$ cat config.mk
export PLATFORM = sky130hd
export DESIGN_NAME = bcx_exec
export DESIGN_NICKNAME = d
export VERILOG_FILES = /design/src/logic/bcx_pkg.sv /design/src/logic/bcx_file_mem.sv /design/src/logic/bcx_exec.sv
export SDC_FILE = /design/constraint.sdc
export NUM_CORES = 1
export LEC_CHECK = 0
export BUFFER_PORTS_ARGS = -buffer_cell sky130_fd_sc_hd__buf_2
export CAP_MARGIN = 20
export CORE_ASPECT_RATIO = 1.2
export CORE_MARGIN = 5
export CORE_UTILIZATION = 40
export CTS_BUF_LIST = sky130_fd_sc_hd__clkbuf_4 sky130_fd_sc_hd__clkbuf_8 sky130_fd_sc_hd__clkbuf_16
export DETAILED_ROUTE_END_ITERATION = 16
export PLACE_DENSITY_LB_ADDON = 0.1
export SYNTH_ARGS = -nofsm -noshare
export SYNTH_HDL_FRONTEND = slang
export SYNTH_SLANG_ARGS = --single-unit
$ cat constraint.sdc
create_clock -name MCLK_IN -period 6.6 [get_ports MCLK_IN]
set_input_delay 0 -clock MCLK_IN [delete_from_list [all_inputs] [get_ports MCLK_IN]]
set_output_delay 0 -clock MCLK_IN [all_outputs]
set_load 0.01 [all_outputs]
$ cat src/logic/bcx_pkg.sv
// Constants for the bit clear / bit test skip execution block.
// Assumes a single 50 MHz core clock with a four-phase instruction cycle.
// Notes on behaviour
// - Opcode 01 00bb bfff ffff clears bit b of file f, others kept.
// - Opcode 01 10bb bfff ffff tests bit; a one lets next instruction run.
// - Tested bit zero discards fetched next instruction, runs a no-op instead.
// - Skipping test takes two instruction cycles, non-skipping test takes one.
package bcx_pkg;
  localparam int          OPC_W        = 14;
  localparam int          ADDR_W       = 7;
  localparam int          DATA_W       = 8;
  localparam int          FILE_DEPTH   = 128;
  localparam int          CLK_MHZ      = 50;
  localparam logic [3:0]  OPC_CLR_PAT  = 4'h4;
  localparam logic [3:0]  OPC_TST_PAT  = 4'h6;
  localparam int          OPC_TOP_LSB  = 10;
  localparam int          BIT_LSB      = 7;
  localparam logic [3:0]  PHASE_RST    = 4'h1;
  localparam logic [7:0]  FILE_RST     = 8'h00;
  typedef enum logic [3:0]
  {
    PH_DECODE  = 4'h1,
    PH_READ    = 4'h2,
    PH_PROCESS = 4'h4,
    PH_WRITE   = 4'h8
  } bcx_phase_t;
endpackage

$ cat src/logic/bcx_file_mem.sv
// File register store with one read and one write port.
// Assumes a single clock; read data come from a register; power-up content all ones.
`timescale 1ns/100ps
module bcx_file_mem #(
  parameter int ADDR_W = 7,
  parameter int DATA_W = 8
)(
  input  wire logic              clk_in,
  input  wire logic [ADDR_W-1:0] rd_addr_in,
  output logic      [DATA_W-1:0] rd_data_out,
  input  wire logic              wr_en_in,
  input  wire logic [ADDR_W-1:0] wr_addr_in,
  input  wire logic [DATA_W-1:0] wr_data_in
);
  logic [DATA_W-1:0] mem_q [2**ADDR_W] = '{default: '1};

  always_ff @(posedge clk_in)
  begin
    if (wr_en_in)
    begin
      mem_q[wr_addr_in] <= wr_data_in;
    end
    rd_data_out <= mem_q[rd_addr_in];
  end
endmodule

$ cat src/logic/bcx_exec.sv
// Execution of the bit clear and bit test skip-if-zero instructions.
// Assumes the fetched opcode is held stable on OPC_IN for a whole cycle.
`timescale 1ns/100ps
module bcx_exec #(
  parameter int ADDR_W = bcx_pkg::ADDR_W,
  parameter int DATA_W = bcx_pkg::DATA_W
)(
  input  wire logic                      MCLK_IN,
  input  wire logic                      RSTN_IN,
  input  wire logic [bcx_pkg::OPC_W-1:0] OPC_IN,
  output logic      [3:0]                PHASE_OUT,
  output logic                           CYCLE_END_OUT,
  output logic                           SKIP_OUT,
  output logic                           NOP_CYCLE_OUT,
  output logic                           WR_EN_OUT,
  output logic      [ADDR_W-1:0]         WR_ADDR_OUT,
  output logic      [DATA_W-1:0]         WR_DATA_OUT
);
  if (ADDR_W != bcx_pkg::ADDR_W || DATA_W != bcx_pkg::DATA_W)
  begin : g_width_chk
    $error("bcx_exec supports 7-bit address and 8-bit data only");
  end

  bcx_pkg::bcx_phase_t phase_q;
  bcx_pkg::bcx_phase_t phase_d;
  logic [bcx_pkg::OPC_W-1:0] ir_q;
  logic                      nop_q;
  logic                      nop_d;
  logic [DATA_W-1:0]         rd_data;
  logic [DATA_W-1:0]         work_q;
  logic                      skip_q;
  logic                      wr_en_q;
  logic [ADDR_W-1:0]         wr_addr_q;
  logic [DATA_W-1:0]         wr_data_q;

  // Opcode fields
  wire [3:0]        opc_top  = ir_q[bcx_pkg::OPC_W-1:bcx_pkg::OPC_TOP_LSB];
  wire [2:0]        bit_sel  = ir_q[bcx_pkg::BIT_LSB+2:bcx_pkg::BIT_LSB];
  wire [ADDR_W-1:0] file_adr = ir_q[ADDR_W-1:0];
  // New opcode's file read during decode, data ready in read phase
  wire [ADDR_W-1:0] rd_adr   = (phase_q == bcx_pkg::PH_DECODE) ?
                               OPC_IN[ADDR_W-1:0] : file_adr;
  wire              is_clr   = !nop_q && opc_top == bcx_pkg::OPC_CLR_PAT;
  wire              is_tst   = !nop_q && opc_top == bcx_pkg::OPC_TST_PAT;
  wire [DATA_W-1:0] clr_mask = ~(DATA_W'(1) << bit_sel);
  wire              tst_bit  = work_q[bit_sel];
  wire              take_skip = is_tst && !tst_bit;
  wire              ph_end   = phase_q == bcx_pkg::PH_WRITE;

  // Phase ring
  always_comb
  begin
    case (phase_q)
      bcx_pkg::PH_DECODE:  phase_d = bcx_pkg::PH_READ;
      bcx_pkg::PH_READ:    phase_d = bcx_pkg::PH_PROCESS;
      bcx_pkg::PH_PROCESS: phase_d = bcx_pkg::PH_WRITE;
      bcx_pkg::PH_WRITE:   phase_d = bcx_pkg::PH_DECODE;
      default:             phase_d = bcx_pkg::PH_DECODE;
    endcase
  end

  // Next cycle is a no-op when the test skips
  assign nop_d = ph_end ? take_skip : nop_q;

  bcx_file_mem #(
    .ADDR_W (ADDR_W),
    .DATA_W (DATA_W)
  ) u_mem (
    .clk_in      (MCLK_IN),
    .rd_addr_in  (rd_adr),
    .rd_data_out (rd_data),
    .wr_en_in    (wr_en_q),
    .wr_addr_in  (wr_addr_q),
    .wr_data_in  (wr_data_q)
  );

  always_ff @(posedge MCLK_IN or negedge RSTN_IN)
  begin
    if (!RSTN_IN)
    begin
      phase_q <= bcx_pkg::PH_DECODE;
      nop_q   <= 1'b0;
    end
    else
    begin
      phase_q <= phase_d;
      nop_q   <= nop_d;
    end
  end

  // Latch opcode in decode phase
  always_ff @(posedge MCLK_IN or negedge RSTN_IN)
  begin
    if (!RSTN_IN)
      ir_q <= '0;
    else if (phase_q == bcx_pkg::PH_DECODE)
      ir_q <= OPC_IN;
  end

  // File read data arrive in the process phase
  always_ff @(posedge MCLK_IN or negedge RSTN_IN)
  begin
    if (!RSTN_IN)
      work_q <= bcx_pkg::FILE_RST;
    else if (phase_q == bcx_pkg::PH_READ)
      work_q <= rd_data;
  end

  // Clear writes back in the write phase
  always_ff @(posedge MCLK_IN or negedge RSTN_IN)
  begin
    if (!RSTN_IN)
    begin
      wr_en_q   <= 1'b0;
      wr_addr_q <= '0;
      wr_data_q <= '0;
    end
    else
    begin
      wr_en_q   <= phase_q == bcx_pkg::PH_PROCESS && is_clr;
      wr_addr_q <= file_adr;
      wr_data_q <= work_q & clr_mask;
    end
  end

  always_ff @(posedge MCLK_IN or negedge RSTN_IN)
  begin
    if (!RSTN_IN)
      skip_q <= 1'b0;
    else if (ph_end)
      skip_q <= take_skip;
  end

  always_ff @(posedge MCLK_IN or negedge RSTN_IN)
  begin
    if (!RSTN_IN)
    begin
      PHASE_OUT     <= bcx_pkg::PHASE_RST;
      CYCLE_END_OUT <= 1'b0;
      SKIP_OUT      <= 1'b0;
      NOP_CYCLE_OUT <= 1'b0;
      WR_EN_OUT     <= 1'b0;
      WR_ADDR_OUT   <= '0;
      WR_DATA_OUT   <= '0;
    end
    else
    begin
      PHASE_OUT     <= phase_q;
      CYCLE_END_OUT <= ph_end;
      SKIP_OUT      <= skip_q;
      NOP_CYCLE_OUT <= nop_q;
      WR_EN_OUT     <= wr_en_q;
      WR_ADDR_OUT   <= wr_addr_q;
      WR_DATA_OUT   <= wr_data_q;
    end
  end

  // Checks of phase order, file access, writes and skips
  phase_ring_a: assert property (@(posedge MCLK_IN) disable iff (!RSTN_IN)
    phase_q == bcx_pkg::PH_DECODE |=> phase_q == bcx_pkg::PH_READ ##1
    phase_q == bcx_pkg::PH_PROCESS ##1 phase_q == bcx_pkg::PH_WRITE)
    else $error("phase sequence broken");

  read_addr_a: assert property (@(posedge MCLK_IN) disable iff (!RSTN_IN)
    phase_q == bcx_pkg::PH_READ |-> $past(rd_adr) == file_adr)
    else $error("file read from stale address");

  clear_write_a: assert property (@(posedge MCLK_IN) disable iff (!RSTN_IN)
    phase_q == bcx_pkg::PH_PROCESS && is_clr |=> wr_en_q &&
    phase_q == bcx_pkg::PH_WRITE && wr_data_q[bit_sel] == 1'b0)
    else $error("bit clear write missing");

  clear_keep_a: assert property (@(posedge MCLK_IN) disable iff (!RSTN_IN)
    phase_q == bcx_pkg::PH_PROCESS && is_clr |=>
    (wr_data_q | ~clr_mask) == ($past(work_q) | ~clr_mask))
    else $error("bit clear disturbed other bits");

  write_only_clr_a: assert property (@(posedge MCLK_IN) disable iff (!RSTN_IN)
    wr_en_q |-> phase_q == bcx_pkg::PH_WRITE && $past(is_clr))
    else $error("write outside clear write phase");

  clear_once_a: assert property (@(posedge MCLK_IN) disable iff (!RSTN_IN)
    wr_en_q |=> !wr_en_q)
    else $error("clear wrote twice in one cycle");

  clear_no_skip_a: assert property (@(posedge MCLK_IN) disable iff (!RSTN_IN)
    ph_end && is_clr |=> !nop_q)
    else $error("bit clear took a second cycle");

  out_write_a: assert property (@(posedge MCLK_IN) disable iff (!RSTN_IN)
    wr_en_q |=> WR_EN_OUT && WR_ADDR_OUT == $past(wr_addr_q) &&
    WR_DATA_OUT == $past(wr_data_q))
    else $error("write outputs do not follow write");

  test_no_write_a: assert property (@(posedge MCLK_IN) disable iff (!RSTN_IN)
    phase_q == bcx_pkg::PH_PROCESS && is_tst |=> !wr_en_q)
    else $error("bit test wrote a file");

  test_noskip_a: assert property (@(posedge MCLK_IN) disable iff (!RSTN_IN)
    ph_end && is_tst && tst_bit |=> !nop_q)
    else $error("test with bit set skipped");

  test_skip_a: assert property (@(posedge MCLK_IN) disable iff (!RSTN_IN)
    ph_end && take_skip |=> nop_q [*4] ##1 !nop_q)
    else $error("skip not exactly one no-op cycle");

  nop_align_a: assert property (@(posedge MCLK_IN) disable iff (!RSTN_IN)
    $rose(nop_q) |-> phase_q == bcx_pkg::PH_DECODE)
    else $error("no-op cycle not aligned");

  nop_no_write_a: assert property (@(posedge MCLK_IN) disable iff (!RSTN_IN)
    nop_q |-> !wr_en_q && !is_tst && !is_clr)
    else $error("discarded instruction acted");

  skip_flag_a: assert property (@(posedge MCLK_IN) disable iff (!RSTN_IN)
    ph_end |=> skip_q == nop_q)
    else $error("skip flag mismatch");
endmodule

# Word-level counts from Yosys, hierarchy flattened
# Memories as Yosys holds them, arrays and structs flattened. A register that Yosys moved wholly into a read port is not among the register bits.
# Cells that the tools add are included.
[totals]
regBits = 65
ramBits = 1024
input_bits = 16
output_inout_bits = 23
word_cells = 36
memories = 1
[classes]
n_lt_le_gt_ge = 1
n_eq_ne = 6
shift = 1
n_mux = 6
bitwise = 2
reduce_logical = 6
[mem_list]
columns = ["memory", "depth", "word_bits", "rd", "rd_clocked_by_memory_dff", "wr", "line_no", "text"]
rows = [
  ["u_mem.mem_q", 128, 8, 1, 1, 1, "bcx_file_mem.sv:15", "logic [DATA_W-1:0] mem_q [2**ADDR_W] = '{default: '1};"],
]
[op_table]
columns = ["op", "n"]
rows = [
  ["equality test 4 x 3 -> 1 bit (second input constant)", 3],
  ["one-hot mux 4 bit (3 select lines)", 1],
  ["AND 8 bit", 1],
  ["inverter 8 bit", 1],
  ["left shift 1 x 3 -> 8 bit (first input constant)", 1],
  ["2-to-1 mux 7 bit", 1],
  ["equality test 4 x 1 -> 1 bit (second input constant)", 1],
  ["equality test 4 x 2 -> 1 bit (second input constant)", 1],
  ["equality test 4 bit (second input constant)", 1],
  ["logical AND 1 bit", 4],
  ["< comparator 3 x 4 -> 1 bit (second input constant)", 1],
  ["binary-select mux 1 bit (select 3 bit)", 1],
  ["2-to-1 mux 1 bit", 3],
  ["zero test 1 bit", 2],
]

# Depth between registers and ports, before layout
# Gate-level depths: netlist (run 1).
[depth]
depth_word = 4
ltp_mapped = 14
ltp_nobuf = 10

# Modules after synthesis
# A second synthesis (run 1) with hierarchy kept.
[hier_totals]
hier_cells = 1761
hier_area_um2 = 41807.6
[modules_own_cells]
columns = ["module", "n_inst", "cells_each", "area_each_um2", "seq_area_each_um2"]
rows = [
  ["bcx_file_mem", 1, 1635, 39665.5, 30909.6],
  ["bcx_exec", 1, 126, 2142.1, 1629.1],
]

# Worst setup path after synthesis (run 1)
# No wires, ideal clock.
[synth_timing]
path_type = "register -> register"
from = "register phase_q[0]"
to = "register u_mem.rd_data_out[0] (read register of u_mem.mem_q)"
setup_ns = 0.060
arrival_time_ns = 3.117
required_ns = 6.540
path_slack_ns = 3.423
stages_incl_launch_ff = 13
path_buffers = 4
period_less_slack_ns = 3.177
cell_sequence = "dfstp_2 or4b_1 buf_6 clkinv_2 mux2i_2 clkbuf_1 clkbuf_1 clkbuf_1 nand2_1 a21oi_1 nor4_1 nor4_1 and3_1"
[synth_via]
elab_chain_len = 2
[synth_rtl]
columns = ["element", "line_no", "text"]
rows = [
  ["from (decl)", "bcx_exec.sv:24", "bcx_pkg::bcx_phase_t phase_q;"],
  ["from (signal assigned)", "bcx_exec.sv:81", "phase_q <= bcx_pkg::PH_DECODE;"],
  ["from (signal assigned)", "bcx_exec.sv:86", "phase_q <= phase_d;"],
  ["equality test 4 x 1 -> 1 bit", "bcx_exec.sv:41", "wire [ADDR_W-1:0] rd_adr = (phase_q == bcx_pkg::PH_DECODE) ?"],
  ["2-to-1 mux 7 bit", "bcx_exec.sv:41", ""],
  ["to (decl)", "bcx_file_mem.sv:10", "output logic [DATA_W-1:0] rd_data_out,"],
]
# No other way between the ends.
# A chain may end at the register's enable or synchronous reset.

# Worst setup path in the final report (run 1)
[layout_timing]
from = "register phase_q[0]"
to = "register u_mem.rd_data_out[3] (read register of u_mem.mem_q)"
# Same word-level chain as after synthesis.

==> results.yml, run 1 <==
critical_path:
  regToRegStartpoint: "phase_q[0]$_DFF_PN1_"
  worst_setup_path_end_kind: "flip-flop"
  critPathKind: "flip-flop to flip-flop"
  arrival_ps: 5970
  worstPathMaxFanout: 61
  critPathLaunchType: "flip-flop"
  cpPeakStageDelay_ps: 840
  critPathSlowestCell: "nor4_1"
  worstPathRequired_ps: 7230
  endpoint: "u_mem.rd_data_out[3]$_DFF_P_"
  crit_start: "phase_q[0]$_DFF_PN1_"
  r2r_cells: 11
  rr_endpoint: "u_mem.rd_data_out[3]$_DFF_P_"
  crit_chain: "or4b_1 -> buf_4 -> mux2i_4 -> inv_4 -> nand2_4 -> buf_4 -> o21ai_0 -> nor4_1 -> or4_1 -> nor4_1 -> and3_1"
  rrSetupSlack_ps: 1260
synthesis:
  syn_avg_cell_area_um2: 14.5
  synth_cell_type_count: 40
  synthTopCellsByArea: "edfxtp_1, nand2_1, mux2i_1"
  synth_area_mm2: 0.0424
  synth_top_area_share_pct: 72.5
  yosys.area.top_type: "edfxtp_1"
  syn_nets: 2948
  ys_ff_latch: 1097
  synth_edf_count: 1024
  synthArstFlopShare_pct: 5.93
  synth_commonest_cells: "edfxtp_1, nand2_1, a21oi_1, mux2i_1, nor4_1"
  synth_ff_type: "edfxtp_1"
  yosysMostFrequentCell: "edfxtp_1"
  ys_warn_count: 0
  ys_seq_area_share_pct: 76.7
  syn_inst: 2932
global_route:
  grt_pass1_vias: 24300
  antenna_found_initial: 5
  grt_pass1_wl_um: 176000
  overflow: 0
  grt_max_degree: 143
  grt_util_all_layers_pct: 21.1
power_and_ir_drop:
  power_density_mw_per_mm2: 319
  p_sw_share_pct: 22.7
  comb_power_share_pct: 5.4
  switchingPower_mw: 3.49
  p_clk_share_pct: 41.5
  ir_worst_vdd_v: 0.000196
  seq_power_share_pct: 53.1
  p_int_mw: 11.9
  p_leak_nw: 16.2
placed_design:
  dp_hpwl_um: 72400
  dp_cells: 4257
  finalWeightedCongestion: 0.826
  port_buffers: 38
routing:
  drt_iter0_markers: 2429
  antenna_left: 0
  wl_per_cell_um: 27.1
  first_pass_iters: 7
  route.vias.total: 24900
  via_per_inst: 5.56
  drt-total-wl_um: 121000
  drcViolationCount: 0
cells_and_area:
  final_util_pct: 45.5
  drive_gt1_share_pct: 10.3
  final_cells: 4479
  nNetsFinal: 3006
  syn_to_final_growth_pct: 13.4
  fillers: 9364
sta:
  timing.fmax_mhz: 187
  finalSetupViolCount: 0
  fin_crit_sh_pct: 80.9
  fin_crit_ps: 5340
  relSlewSlack_pct: 16.8
  maxSlewViolCount: 0
  fin_tns_setup_ps: 0
  worst_pin_slew_ps: 1240
  rsz0062_at_grt: "no"
  hold_ws_ps: 38.1
  final_hold_viol_count: 0
  fin_skew_ps: 30.3
cts:
  clk_pin_slew_ps: 60
  clk_latency_ps: 700
  cts-resized-gates: 0
  cts_max_level: 3
  cts_max_path_buffers: 3
  numCtsBuffers: 108
  root_buffer: "clkbuf_16"
  cts.sinks: 1097
  cts_tree: "built"
die:
  chipHeight_um: 367
  pin_count: 39
  rows: 131
  core_area_mm2: 0.106
  die_x_um: 307
  dieArea_mm2: 0.113
  initial_utilization_pct: 40.1
run_status:
  status: "finished, final reports clean"
flow_run:
  maxCapViolCount: 0
worst_hold_path:
  hold_class: "input port to asynchronous set/reset pin"
[kinds of logic after synthesis]
kind of cell / Yosys count / synth area share, %
AOI/OAI and AO/OA: 449 / 5.65
and+or+nand+nor: 966 / 9.82
buffers and inverters: 181 / 2.04
DFF: 1097 / 76.7
muxes: 239 / 5.81
[layer usage]
| layer | track usage [%] | share of wire, % |
|---|---|---|
| met1 | 29.3 | 43 |
| met2 | 34.4 | 48 |
| met3 | 2.87 | 5.4 |
| met4 | 7.27 | 3.3 |
| met5 | 0 | 0 |
[worst min path at each step]
stage                     startpoint                  endpoint  slack, ps
after floorplan              RSTN_IN   CYCLE_END_OUT$_DFF_PN0_       -300
after global placement       RSTN_IN  WR_DATA_OUT[6]$_DFF_PN0_       -200
after detailed placement     RSTN_IN    wr_data_q[1]$_DFF_PN0_       -200
after CTS                  OPC_IN[7]       ir_q[7]$_DFFE_PN0P_         10
after global routing       OPC_IN[7]       ir_q[7]$_DFFE_PN0P_         90
final                        RSTN_IN    wr_data_q[5]$_DFF_PN0_         40
[worst max-delay path, delay by kind of cell, from the launching register on]
kind / cells / cell delay (ps)
multiplexers: 1 / 250
flip-flops: 1 / 570
AO/OA/AOI/OAI: 1 / 370
buffers and inverters: 3 / 1060
AND/OR/NAND/NOR: 6 / 2920
[what timing repair did]
item / 4_1_cts / 5_1_grt
hold endpoints to repair: 75 / 0
hold buffers: 19 / 0
buffers inserted: 0 / 0
[sequential cells by signal (all words and copies together) (netlist names), 4 cells and up]
register and cells:
wr_data_q 8, WR_ADDR_OUT 7, u_mem.rd_data_out 8, work_q 8
u_mem.mem_q 1024, WR_DATA_OUT 8, ir_q 14, wr_addr_q 7
PHASE_OUT 4, phase_q 4
[layout by cell type (no fill, tap or decap), drive strengths merged, types with 2 or more instances in the layout]
cell type	n
nor3	14
and3	10
o21ai	63
dfrtp	63
nand3	15
o221ai	8
dfstp	2
or4	16
mux2	4
dfxtp	8
nand2	618
buf	94
o31a	2
nand2b	2
clkinvlp	4
nor4b	4
a21boi	2
o22ai	80
edfxtp	1024
clkbuf	141
nor4	140
clkinv	43
a31oi	6
or3	2
nor2b	7
dlygate4sd3	19
bufinv	13
inv	17
mux2i	233
nand4	4
a21oi	288
mux4	2
nor2	131
[power groups by stage]
stage | Sequential, mW | Combinational [mW] | Clock (mW)
after floorplan | 8.31 | 0.329 | 0
after global placement | 8.31 | 0.818 | 0
after detailed placement | 8.32 | 0.831 | 0
after CTS | 8.17 | 0.841 | 6.48
after global routing | 8.18 | 0.882 | 6.77
final | 8.16 | 0.824 | 6.38
[layout make-up]
| cell class | count | area, um^2 | area share [%] |
|---|---|---|---|
| clock inverters | 61 | 648 | 1.35 |
| inverters | 16 | 71.3 | 0.148 |
| repair buffers | 113 | 916 | 1.90 |
| well taps | 1396 | 1750 | 3.63 |
| multi-input cells | 1654 | 9150 | 19.0 |
| clock buffers | 141 | 3040 | 6.31 |
| flip-flops and latches | 1097 | 32600 | 67.7 |
| diodes | 1 | 2.50 | 0.00520 |
[stage by stage]
stage                     worst slack, ps  instance area [um^2]  total power, mW
after floorplan                      3420                 42400             8.64
after global placement               1050                 44200             9.13
after detailed placement             1090                 44300             9.15
after CTS                            1100                 48100             15.5
after global routing                 1010                 48100             15.8
final                                1260                 48100             15.4
(Power assumes the default switching activity.)
==> run 2, diff against run 1 <==
clock period = 5.4 ns   (was 6.6 ns; I/O delays follow)
==> results.yml, run 2 (synthesized netlist as in run 1, its figures left out) <==
run_status:
  status: "finished with violations"
  violations: "negative hold slack"
die:
  pin_count: 39
  chipHeight_um: 367
  initial_utilization_pct: 40.1
  die_x_um: 307
  rows: 131
  core_area_mm2: 0.106
  dieArea_mm2: 0.113
global_route:
  overflow: 0
  grt_max_degree: 87
  grt_util_all_layers_pct: 21.1
  antenna_found_initial: 3
  grt_pass1_vias: 25100
  grt_pass1_wl_um: 175000
power_and_ir_drop:
  p_sw_share_pct: 22.9
  p_leak_nw: 16.5
  comb_power_share_pct: 5.3
  p_clk_share_pct: 41.6
  p_int_mw: 14.6
  seq_power_share_pct: 53.1
  power_density_mw_per_mm2: 389
  ir_worst_vdd_v: 0.000260
  switchingPower_mw: 4.32
cts:
  cts.sinks: 1097
  root_buffer: "clkbuf_16"
  clk_latency_ps: 720
  numCtsBuffers: 112
  cts_tree: "built"
  cts_max_path_buffers: 3
  cts_max_level: 3
  clk_pin_slew_ps: 60
sta:
  relSlewSlack_pct: 24.1
  maxSlewViolCount: 0
  fin_skew_ps: 41.7
  fin_crit_sh_pct: 96.6
  setup_slack_ps: 183
  worst_pin_slew_ps: 1130
  finalSetupViolCount: 0
  fin_crit_ps: 5220
  fin_tns_setup_ps: 0
  rsz0062_at_grt: "no"
  hold_ws_ps: -5.43
  timing.fmax_mhz: 192
  final_hold_viol_count: 3
routing:
  via_per_inst: 5.49
  drcViolationCount: 0
  first_pass_iters: 6
  route.vias.total: 24900
  drt_iter0_markers: 2488
  drt-total-wl_um: 121000
  antenna_left: 0
  wl_per_cell_um: 26.8
placed_design:
  placed_area_mm2: 0.0446
  dp_cells: 4294
  port_buffers: 38
  place_ws_ps: 47.2
  dp_hpwl_um: 74800
  finalWeightedCongestion: 0.850
cells_and_area:
  final_cells: 4525
  final_common_cell: "edfxtp_1"
  top_register: "u_mem.mem_q"
  syn_to_final_growth_pct: 14.4
  nNetsFinal: 3049
  reg_top3: "u_mem.mem_q x1024, ir_q x14"
  fin_area_mm2: 0.0486
  largest_register_ffs: 1024
  layout_common_cells: "edfxtp_1, nand2_1, a21oi_1, mux2i_1, nor4_1"
  final_util_pct: 45.9
  drive_gt1_share_pct: 11.6
critical_path:
  regToRegStartpoint: "phase_q[0]$_DFF_PN1_"
  endpoint: "u_mem.rd_data_out[1]$_DFF_P_"
  worstPathMaxFanout: 29
  critPathLaunchType: "flip-flop"
  crit_start: "phase_q[0]$_DFF_PN1_"
  critPathKind: "flip-flop to flip-flop"
  r2r_cells: 11
  rr_endpoint: "u_mem.rd_data_out[1]$_DFF_P_"
  worstPathRequired_ps: 6050
  rrSetupSlack_ps: 180
  worst_setup_path_end_kind: "flip-flop"
  arrival_ps: 5860
flow_run:
  maxCapViolCount: 0
worst_hold_path:
  hold_class: "input port to asynchronous set/reset pin"
run 2: power by group through the flow:
stage / sequential [mW] / combinational, mW / clock (mW)
2_1_floorplan: 10.2 / 0.402 / 0
3_3_place_gp: 10.2 / 0.943 / 0
3_5_place_dp: 10.3 / 0.954 / 0
4_1_cts: 10.1 / 0.966 / 8.01
5_1_grt: 10.0 / 1.07 / 8.37
6_report: 10.0 / 0.998 / 7.86
run 2: final cells by class:
class | count | area (um^2)
Antenna cell | 1 | 2.50
Clock buffer | 144 | 3130
Clock inverter | 65 | 631
Fill cell | 9381 | 57300
Inverter | 16 | 71.3
Multi-Input combinational cell | 1654 | 9150
Sequential cell | 1097 | 32600
Tap cell | 1396 | 1750
Timing Repair Buffer | 152 | 1260
run 2: worst min-delay path by stage:
stage,to,slack [ps],cells past startpoint
2_1_floorplan,CYCLE_END_OUT$_DFF_PN0_,-300,0
3_3_place_gp,ir_q[11]$_DFFE_PN0P_,200,3
3_5_place_dp,ir_q[11]$_DFFE_PN0P_,200,3
4_1_cts,WR_DATA_OUT[6]$_DFF_PN0_,0.4,3
5_1_grt,work_q[5]$_DFFE_PN0P_,90,3
6_report,work_q[5]$_DFFE_PN0P_,-5,3
run 2: through the flow:
step	total power [mW]	hold slack [ps]
2_1_floorplan	10.6	-296
4_1_cts	19.1	0.387
3_5_place_dp	11.2	199
3_3_place_gp	11.2	204
5_1_grt	19.5	90.8
6_report	18.9	-5.43
run 2: layer usage:
layer | vias up | wire length [um] | global-route usage [%]
met3 | 193 | 7040 | 3.37
met1 | 12700 | 49600 | 27.8
met2 | 795 | 59500 | 35.0
met5 | - | 0 | 0
li1 | 11200 | - | -
met4 | 0 | 5260 | 9.13
run 2: critical path, cell delays in order (launching register included):
cell and delay (ps):
dfstp_2 570, or4b_1 750, clkinv_2 330, mux2i_4 480
buf_4 400, buf_4 360, nand2_1 90, a21oi_1 160
nor4_1 100, or4_1 620, nor4_1 900, and3_1 350
run 2: what timing repair did:
action | in CTS | in global routing
buffers inserted | 0 | 0
gates resized for setup | 0 | 0
endpoints found under the hold margin | 77 | 0
setup endpoints to repair | 0 | 0
hold buffers | 20 | 0
